--- config.mk ---
export PLATFORM = sky130hd
export DESIGN_NAME = mode_reg23
export DESIGN_NICKNAME = d
export VERILOG_FILES = /design/src/mode_reg_pkg.sv /design/src/sig_sync.sv /design/src/mode_reg23.sv
export VERILOG_INCLUDE_DIRS = /design/src /design/src/src
export SDC_FILE = /design/constraint.sdc
export NUM_CORES = 1
export LEC_CHECK = 0
export ABC_CLOCK_PERIOD_IN_PS = 2100
export BUFFER_PORTS_ARGS = -buffer_cell sky130_fd_sc_hd__buf_2
export CELL_PAD_IN_SITES_DETAIL_PLACEMENT = 1
export CELL_PAD_IN_SITES_GLOBAL_PLACEMENT = 1
export CORE_MARGIN = 2
export CORE_UTILIZATION = 32
export CTS_CLUSTER_SIZE = 10
export DETAILED_ROUTE_END_ITERATION = 8
export GPL_TIMING_DRIVEN = 0
export PLACE_DENSITY_LB_ADDON = 0.05
export REMOVE_ABC_BUFFERS = 1
export SYNTH_ARGS = -nofsm -noshare
export SYNTH_HDL_FRONTEND = slang
export SYNTH_HIERARCHICAL = 1
export SYNTH_SLANG_ARGS = --single-unit
--- constraint.sdc ---
create_clock -name sys_clk_i -period 2.1 [get_ports sys_clk_i]
set_input_delay 0.105 -clock sys_clk_i [delete_from_list [all_inputs] [get_ports sys_clk_i]]
set_output_delay 0.105 -clock sys_clk_i [all_outputs]
set_load 0.1 [all_outputs]
--- src/mode_reg_params.svh ---
// Bit positions, codes and counts for the mode register 2 and 3 block.
`ifndef MODE_REG_PARAMS_SVH
`define MODE_REG_PARAMS_SVH

// Mode register width and the address pins that load it.
`define MR_W 18
`define ADDR_W 14
`define BA_W 3

// Bank address codes that select the two registers.
`define BA_SEL_MR2 3'h2
`define BA_SEL_MR3 3'h3

// Field positions of the write latency, refresh and termination register.
`define CWL_MSB 5
`define CWL_LSB 3
`define ASR_BIT 6
`define SRT_BIT 7
`define RTT_WR_MSB 10
`define RTT_WR_LSB 9
`define RTT_WR_OFF 2'h0

// Field positions of the calibration readout register.
`define MPR_EN_BIT 2
`define MPR_SEL_MSB 1
`define MPR_SEL_LSB 0
`define MPR_SEL_PATTERN 2'h0

// Read address bits that pick burst chop and the nibble.
`define A_BC_BIT 12
`define A_NIB_BIT 2

// Write latency coding: lowest code is five clocks, top code is reserved.
`define CWL_BASE 4'h5
`define CWL_CODE_RSVD 3'h7

// Calibration pattern, burst bit 0 in the least significant bit.
`define MPR_PATTERN 8'hAA

// Clock counts of a data burst on the link.
`define BL8_CLOCKS 5'h04
`define BC4_CLOCKS 5'h02

// Reset value of both registers.
`define MR_RESET 18'h00000

`endif

--- src/mode_reg_pkg.sv ---
// Types shared by the mode register 2 and 3 block.
package mode_reg_pkg;

    // One command word as seen on the link at a clock edge.
    typedef struct packed {
        logic cs_n;
        logic ras_n;
        logic cas_n;
        logic we_n;
        logic [2:0] ba;
        logic [13:0] addr;
    } ddr_cmd_s;

    // Termination applied to the data pins.
    typedef enum logic [1:0] {RTT_HIZ, RTT_NOM, RTT_WR} rtt_e;

    // Progress of a write burst for the termination switch.
    typedef enum logic [1:0] {W_IDLE, W_WAIT, W_BURST} wr_state_e;

endpackage

--- src/sig_sync.sv ---
// Two flip-flop synchroniser for a group of pins.
`timescale 1ns/1ps
module sig_sync #(
    parameter int W = 1
) (
    // Clock and reset.
    input wire logic sys_clk_i,
    input wire logic rst_n_i,
    // Asynchronous pins and their synchronised copy.
    input wire logic [W-1:0] async_i,
    output logic [W-1:0] sync_o
);

    logic [W-1:0] meta_r; // First stage, read only by the second stage.
    logic [W-1:0] sync_r; // Second stage, safe to use.

    // Both stages clear on reset and then shift the pins in.
    always_ff @(posedge sys_clk_i) begin
        if (!rst_n_i) begin
            meta_r <= '0;
            sync_r <= '0;
        end else begin
            meta_r <= async_i;
            sync_r <= meta_r;
        end
    end

    assign sync_o = sync_r;

endmodule // sig_sync

--- src/mode_reg23.sv ---
// Mode registers 2 and 3: write latency, self refresh rate, write termination and calibration readout.
//
// Contract
// Register 2 holds until reloaded; array untouched.
// Controller loads only idle, then waits.
// Controller writes zero to register 2 reserved bits.
// Bits 5:3 select CAS write latency.
// Write latency is CWL plus additive latency.
// Auto mode doubles refresh rate when hot.
// Temperature mode forces double refresh rate.
// Both modes off gives single refresh rate.
// Controller never sets both refresh modes.
// Extended range needs double refresh, one mode.
// Bits 10:9 select write termination, nonzero enables.
// Write termination spans each write burst only; a write arriving while another write is in its wait or burst gets none.
// Nominal off means high impedance outside writes.
// No write termination during write leveling.
// Register 3 holds until reloaded; array untouched.
// Controller writes zero to register 3 reserved bits.
// Bit 2 clear: normal reads, mode ignored.
// Bit 2 set: reads return calibration data.
// Controller precharges all banks before enabling readout.
// Controller issues only reads during readout mode.
// Reset works while readout mode is on.
// Readout may be repeated by successive reads.
// Calibration pattern is alternating 01010101.
// Bank code 010 loads 2, 011 loads 3.
// Lowest latency code is five, reserved illegal.
// New settings act within tMOD of loading.
`timescale 1ns/1ps
module mode_reg23
    import mode_reg_pkg::*;
(
    // Clock and reset.
    input wire logic sys_clk_i,
    input wire logic rst_n_i,
    // Command bus from the controller, on the link clock.
    input wire logic ck_i,
    input wire logic cs_n_i,
    input wire logic ras_n_i,
    input wire logic cas_n_i,
    input wire logic we_n_i,
    input wire logic [2:0] ba_i,
    input wire logic [13:0] addr_i,
    // Case temperature sensor, asynchronous.
    input wire logic temp_hot_i,
    // Settings from the other mode registers, same clock.
    input wire logic [3:0] al_cycles_i,
    input wire logic write_level_i,
    input wire logic rtt_nom_en_i,
    // Decoded write latency.
    output logic [3:0] cwl_cycles_o,
    output logic cwl_illegal_o,
    output logic [4:0] wl_cycles_o,
    // Self refresh rate and termination.
    output logic sr_rate_2x_o,
    output logic [1:0] rtt_wr_code_o,
    output rtt_e rtt_sel_o,
    // Calibration readout.
    output logic mpr_en_o,
    output logic [1:0] mpr_mode_o,
    output logic rd_array_o,
    output logic rd_mpr_o,
    output logic [7:0] mpr_data_o
);

`include "mode_reg_params.svh"

    // Calibration pattern held as a constant so that its nibbles can be selected.
    localparam logic [7:0] mpr_pat = `MPR_PATTERN;

    // Decodes the write latency code into clocks; the reserved code gives zero.
    function automatic logic [3:0] cwl_decode(input logic [2:0] code);
        if (code == `CWL_CODE_RSVD) begin
            cwl_decode = 4'h0;
        end else begin
            cwl_decode = `CWL_BASE + {1'b0, code};
        end
    endfunction

    // Synchronised link pins and the edge finder on the link clock.
    ddr_cmd_s cmd_pin; // Raw command pins gathered.
    ddr_cmd_s cmd_s; // Command after the synchroniser.
    logic ck_s; // Link clock after the synchroniser.
    logic hot_s; // Temperature flag after the synchroniser.
    logic ck_d_r; // Previous link clock level.
    logic ck_rise; // Rising edge of the link clock.

    assign cmd_pin = '{cs_n: cs_n_i, ras_n: ras_n_i, cas_n: cas_n_i, we_n: we_n_i, ba: ba_i, addr: addr_i};

    // Every pin from the controller and sensor passes two flops first.
    sig_sync #(.W($bits(ddr_cmd_s) + 2)) i_sig_sync (
        .sys_clk_i(sys_clk_i),
        .rst_n_i(rst_n_i),
        .async_i({ck_i, temp_hot_i, cmd_pin}),
        .sync_o({ck_s, hot_s, cmd_s})
    );

    assign ck_rise = ck_s & ~ck_d_r;

    // Command decode at the link clock edge.
    logic is_cmd; // A selected device on a clock edge.
    logic is_mrs; // Mode register set.
    logic is_read; // Read or read with auto precharge.
    logic is_write; // Write or write with auto precharge.
    logic mr2_load; // Load of register 2.
    logic mr3_load; // Load of register 3.

    assign is_cmd = ck_rise & ~cmd_s.cs_n;
    assign is_mrs = is_cmd & ~cmd_s.ras_n & ~cmd_s.cas_n & ~cmd_s.we_n;
    assign is_read = is_cmd & cmd_s.ras_n & ~cmd_s.cas_n & cmd_s.we_n;
    assign is_write = is_cmd & cmd_s.ras_n & ~cmd_s.cas_n & ~cmd_s.we_n;
    assign mr2_load = is_mrs & (cmd_s.ba == `BA_SEL_MR2);
    assign mr3_load = is_mrs & (cmd_s.ba == `BA_SEL_MR3);

    // Register state and its next values.
    logic [`MR_W-1:0] mr2_r, mr2_nxt; // Write latency, refresh and termination.
    logic [`MR_W-1:0] mr3_r, mr3_nxt; // Calibration readout.

    // A load copies the address pins; bits above them stay zero.
    always_comb begin
        mr2_nxt = mr2_r;
        mr3_nxt = mr3_r;
        if (mr2_load) begin
            mr2_nxt = {4'h0, cmd_s.addr};
        end
        if (mr3_load) begin
            mr3_nxt = {4'h0, cmd_s.addr};
        end
    end

    // Reset clears both registers, also with readout enabled; the link clock level feeds the edge finder.
    always_ff @(posedge sys_clk_i) begin
        if (!rst_n_i) begin
            mr2_r <= `MR_RESET;
            mr3_r <= `MR_RESET;
            ck_d_r <= 1'b0;
        end else begin
            mr2_r <= mr2_nxt;
            mr3_r <= mr3_nxt;
            ck_d_r <= ck_s;
        end
    end

    // Fields used by the decode logic.
    logic [2:0] cwl_code; // Latency code.
    logic asr_en; // Automatic refresh rate.
    logic srt_en; // Forced double refresh rate.
    logic [1:0] rtt_wr_code; // Write termination value.
    logic dyn_odt_en; // Write termination selected.
    logic mpr_en; // Readout replaces array reads.
    logic [1:0] mpr_mode; // Readout mode.

    assign cwl_code = mr2_r[`CWL_MSB:`CWL_LSB];
    assign asr_en = mr2_r[`ASR_BIT];
    assign srt_en = mr2_r[`SRT_BIT];
    assign rtt_wr_code = mr2_r[`RTT_WR_MSB:`RTT_WR_LSB];
    assign dyn_odt_en = (rtt_wr_code != `RTT_WR_OFF);
    assign mpr_en = mr3_r[`MPR_EN_BIT];
    assign mpr_mode = mr3_r[`MPR_SEL_MSB:`MPR_SEL_LSB];

    // Write burst tracking for the termination switch.
    wr_state_e wst_r, wst_nxt; // Burst phase.
    logic [4:0] wcnt_r, wcnt_nxt; // Link clocks left in the phase.
    logic wbl8_r, wbl8_nxt; // Burst length of the tracked write, kept from its command.
    logic [4:0] wl_now; // Current total write latency.

    assign wl_now = {1'b0, cwl_decode(cwl_code)} + {1'b0, al_cycles_i};

    // A write waits out the latency, then holds for the burst length in link clocks.
    always_comb begin
        wst_nxt = wst_r;
        wcnt_nxt = wcnt_r;
        wbl8_nxt = wbl8_r;
        case (wst_r)
            W_IDLE: begin
                if (is_write) begin
                    wst_nxt = W_WAIT;
                    wcnt_nxt = wl_now;
                    wbl8_nxt = cmd_s.addr[`A_BC_BIT];
                end
            end
            W_WAIT: begin
                // Counts link edges until the first data is latched.
                if (ck_rise) begin
                    if (wcnt_r <= 5'h01) begin
                        wst_nxt = W_BURST;
                        wcnt_nxt = wbl8_r ? `BL8_CLOCKS : `BC4_CLOCKS;
                    end else begin
                        wcnt_nxt = wcnt_r - 5'h01;
                    end
                end
            end
            W_BURST: begin
                // The burst ends and nominal termination or high impedance returns.
                if (ck_rise) begin
                    if (wcnt_r <= 5'h01) begin
                        wst_nxt = W_IDLE;
                        wcnt_nxt = 5'h00;
                    end else begin
                        wcnt_nxt = wcnt_r - 5'h01;
                    end
                end
            end
            default: begin
                wst_nxt = W_IDLE;
                wcnt_nxt = 5'h00;
            end
        endcase
    end

    // Registers the burst phase.
    always_ff @(posedge sys_clk_i) begin
        if (!rst_n_i) begin
            wst_r <= W_IDLE;
            wcnt_r <= 5'h00;
            wbl8_r <= 1'b0;
        end else begin
            wst_r <= wst_nxt;
            wcnt_r <= wcnt_nxt;
            wbl8_r <= wbl8_nxt;
        end
    end

    // Output values computed from the registers.
    ddr_cmd_s rd_cmd; // Command of the current read.
    rtt_e rtt_nxt; // Termination choice.
    logic sr2x_nxt; // Refresh rate choice.
    logic [7:0] mpr_data_nxt; // Readout data.

    assign rd_cmd = cmd_s;

    // Refresh rate, termination and readout data, all settled two clocks after a load.
    always_comb begin
        // Forced mode doubles always, auto mode only when hot, else single rate.
        sr2x_nxt = srt_en | (asr_en & hot_s);
        // Nominal termination or high impedance outside write bursts.
        rtt_nxt = rtt_nom_en_i ? RTT_NOM : RTT_HIZ;
        if ((wst_r == W_BURST) && dyn_odt_en && !write_level_i) begin
            rtt_nxt = RTT_WR;
        end
        // Calibration pattern, one nibble for a chopped burst.
        mpr_data_nxt = mpr_data_o;
        if (is_read && mpr_en) begin
            if (mpr_mode != `MPR_SEL_PATTERN) begin
                mpr_data_nxt = 8'h00;
            end else if (rd_cmd.addr[`A_BC_BIT]) begin
                mpr_data_nxt = `MPR_PATTERN;
            end else if (rd_cmd.addr[`A_NIB_BIT]) begin
                mpr_data_nxt = {4'h0, mpr_pat[7:4]};
            end else begin
                mpr_data_nxt = {4'h0, mpr_pat[3:0]};
            end
        end
    end

    // Registers every output so that it stands from reset onward.
    always_ff @(posedge sys_clk_i) begin
        if (!rst_n_i) begin
            cwl_cycles_o <= 4'h0;
            cwl_illegal_o <= 1'b0;
            wl_cycles_o <= 5'h00;
            sr_rate_2x_o <= 1'b0;
            rtt_wr_code_o <= 2'h0;
            rtt_sel_o <= RTT_HIZ;
            mpr_en_o <= 1'b0;
            mpr_mode_o <= 2'h0;
            rd_array_o <= 1'b0;
            rd_mpr_o <= 1'b0;
            mpr_data_o <= 8'h00;
        end else begin
            cwl_cycles_o <= cwl_decode(cwl_code);
            cwl_illegal_o <= (cwl_code == `CWL_CODE_RSVD);
            wl_cycles_o <= wl_now;
            sr_rate_2x_o <= sr2x_nxt;
            rtt_wr_code_o <= rtt_wr_code;
            rtt_sel_o <= rtt_nxt;
            mpr_en_o <= mpr_en;
            mpr_mode_o <= mpr_en ? mpr_mode : 2'h0;
            rd_array_o <= is_read & ~mpr_en;
            rd_mpr_o <= is_read & mpr_en;
            mpr_data_o <= mpr_data_nxt;
        end
    end
endmodule // mode_reg23

==> results by group <==
CTS
  • H-tree levels: 3
  • CTS buffer count: 9
  • Clk_lat worst skew: roughly 350 ps
  • Clk buf depth: 2
  • Clock tree sinks: 81
  • Buffer count from post-CTS setup fixing: 0
  • Clock transition at the registers of the reported paths: about 80 ps
  • CTS tree: built
  • CTS Root Cell: clkbuf_8

Synth
  • Syn. warnings: 6
  • Synth Cell Area: 0.00299 sq mm
  • Synth Instances: between 200 and 300
  • Syn_area_per_cell: 10.6 sq um

Timing
  • Worst-margin pin slew: 830 ps
  • Final hold vios: 0
  • Setup TNS: 0 ps
  • Max Slew Vio Count: 0
  • Fmax: 513 MHz
  • Min Tclk post-route: 1950 ps
  • Final setup viols: 0
  • Max-slew headroom: 44.7%
  • Clk_skew: 8.36 ps
  • Final period utilization: 92.9%
  • RSZ-0062 raised after global routing: yes

Place
  • Gp weighted congestion: roughly 0.73
  • Buffers on Ports: 51
  • Dpl hpwl: between 3000 and 4000 um
  • Placed cell areas: between 0.003 and 0.004 sq mm

Detailed routing
  • Iter 0 DRT Violations: 61
  • Vias: 2065
  • Drt pass-1 iters: 4
  • Wirelength per Cell: 12.3 um
  • Vias/cell: around 4.4
  • Antenna Nets Post-Route: 0
  • Final WL: 5750 um
  • Residual DRC count: 0

Power and ir drop
  • Psw: 0.766 mW
  • Switch share: approximately a quarter
  • Leakage: 1.61 nW
  • P per Cell Area: approximately 800 mW/mm^2
  • Comb power frac: 9.3%
  • Part of the power in registers: about 53%
  • Clock power frac: a little under two fifths
  • Worst VDD drop: about 290 uV
  • Int Power: around 2.2 mW

Run
  • Maxcap violations: 0

GRT
  • Global-route wire length before repair: 9640 um
  • Vias in the first global route: 2037
  • Grt total ovfl: 0
  • Total track usage: 12.4%
  • Initial antenna violation count: 0
  • Largest net degree at the start of global routing: 59

Floorplanning
  • Die area: 0.0101 sq mm
  • Core ar.: ~0.0092 sq mm
  • Num rows: 35
  • Die Span Y: 101 um
  • Die Width: 101 um
  • Initial Util: 32.6%
  • # IOs: 59

Critical path
  • Setup crit end kind: flop
  • Setup Crit Path Kind: flop to flop
  • R2R depth: 10
  • CP required: about 2300 ps
  • R2R Setup Slk: 150 ps
  • Critical Path Start Type: flop
  • Crit-path max FO: 5
  • CP arrival: roughly 2200 ps

Layout
  • Layout Area Growth over Synthesis: 25.3%
  • Post-Route Utilization: 40.9%
  • Fin nets: about 390
  • Fillers: between 1000 and 1500
  • Layout cells sized above 1: 35.0%
  • ANT cells: 0
  • Design area: 0.00374 sq mm

Min path
  • Hold Crit Depth: 3
  • Worst hold path class: input pin to flop

Status
  • Status: completed
layout make-up:
cell class                 count  area (sq um)  share of cell area [%]
sequential                    81          1620                    43.4
multi-input combinational    179          1280                    34.2
timing repair buffer          73           475                    12.7
tap                          111           139                    3.71
clock buffer                  11           131                    3.51
clock inverter                 5          63.8                    1.71
inverter                       8          30.0                   0.802
state kept, by name (all words and copies together), names as in the netlist:
| register | count |
|---|---|
| i_sig_sync/meta_r | 20 |
| i_sig_sync/sync_o | 20 |
| mr2_r | 7 |
| wcnt_r | 5 |
| wl_cycles_o | 5 |
| cwl_cycles_o | 4 |
| mr3_r | 3 |
| mpr_data_o | 2 |
| mpr_mode_o | 2 |
| rtt_sel_o | 2 |
| rtt_wr_code_o | 2 |
| wst_r | 2 |
| ck_d_r | 1 |
| cwl_illegal_o | 1 |
| mpr_en_o | 1 |
| rd_array_o | 1 |
| rd_mpr_o | 1 |
| sr_rate_2x_o | 1 |
| wbl8_r | 1 |
power by group through the flow:
stage               Combinational, mW  Clock, mW  Sequential (mW)
floorplan                       0.109          0             1.71
global placement                0.248          0             1.64
detailed placement              0.250          0             1.64
CTS                             0.283       1.18             1.60
global route                    0.306       1.25             1.61
finish                          0.281       1.13             1.60
metrics by stage:
stage	std cells	power, mW	hold WS, ps	worst slack, ps
2_1_floorplan	268	1.81	184	156
3_3_place_gp	430	1.88	319	-37.2
3_5_place_dp	430	1.89	324	-28.2
4_1_cts	468	3.06	155	32.7
5_1_grt	468	3.17	178	-13.5
6_report	468	3.01	161	150
timing repair:
action | 4_1_cts | 5_1_grt
pin swaps | 0 | 1
hold endpoints to repair | 22 | 0
endpoints found under the setup margin | 1 | 4
gates resized for setup | 3 | 6
hold buffers | 22 | 0
path summary, 6_finish.rpt:
check,start,endpoint
hold reg to reg,i_sig_sync/meta_r[4]$_SDFF_PN0_,i_sig_sync/sync_o[4]$_SDFF_PN0_
setup reg to reg,mr2_r[3]$_SDFFE_PN0P_,wcnt_r[2]$_SDFFE_PN0P_
hold / removal,al_cycles_i[0],wl_cycles_o[0]$_SDFF_PN0_
setup / recovery,mr2_r[3]$_SDFFE_PN0P_,wcnt_r[2]$_SDFFE_PN0P_
critical path, cell delays in order, from the launching register on:
cell	delay (ps)
dfxtp_2	350
ha_2	210
a21oi_2	170
ha_1	190
inv_1	60
fa_2	370
xnor2_2	150
nor2_1	110
nor2_2	60
a21oi_2	130
o21ai_1	60
per-layer routing:
metal	global-route usage (%)	share of wire [%]	vias to the layer above
met4	5.37	1.7	0
li1	-	-	1056
met1	14.9	48	960
met2	20.5	46	40
met5	0	0	-
met3	3.68	4.2	9
cells in the final DEF (no fill, tap or decap), types with 3 or more instances in the layout:
cell and count:
a21oi_1 6, mux2i_1 14, nor2_1 26, nand2b_1 3
clkbuf_8 9, and2_1 11, a211oi_1 3, dfxtp_1 79
nor3_1 5, a31oi_1 3, buf_2 51, conb_1 4
ha_1 6, and3_1 3, nand2_1 11, and2_2 40
dlygate4sd3_1 22, o21ai_1 6, inv_1 7
No activity file was read; power rests on OpenSTA's default activity.
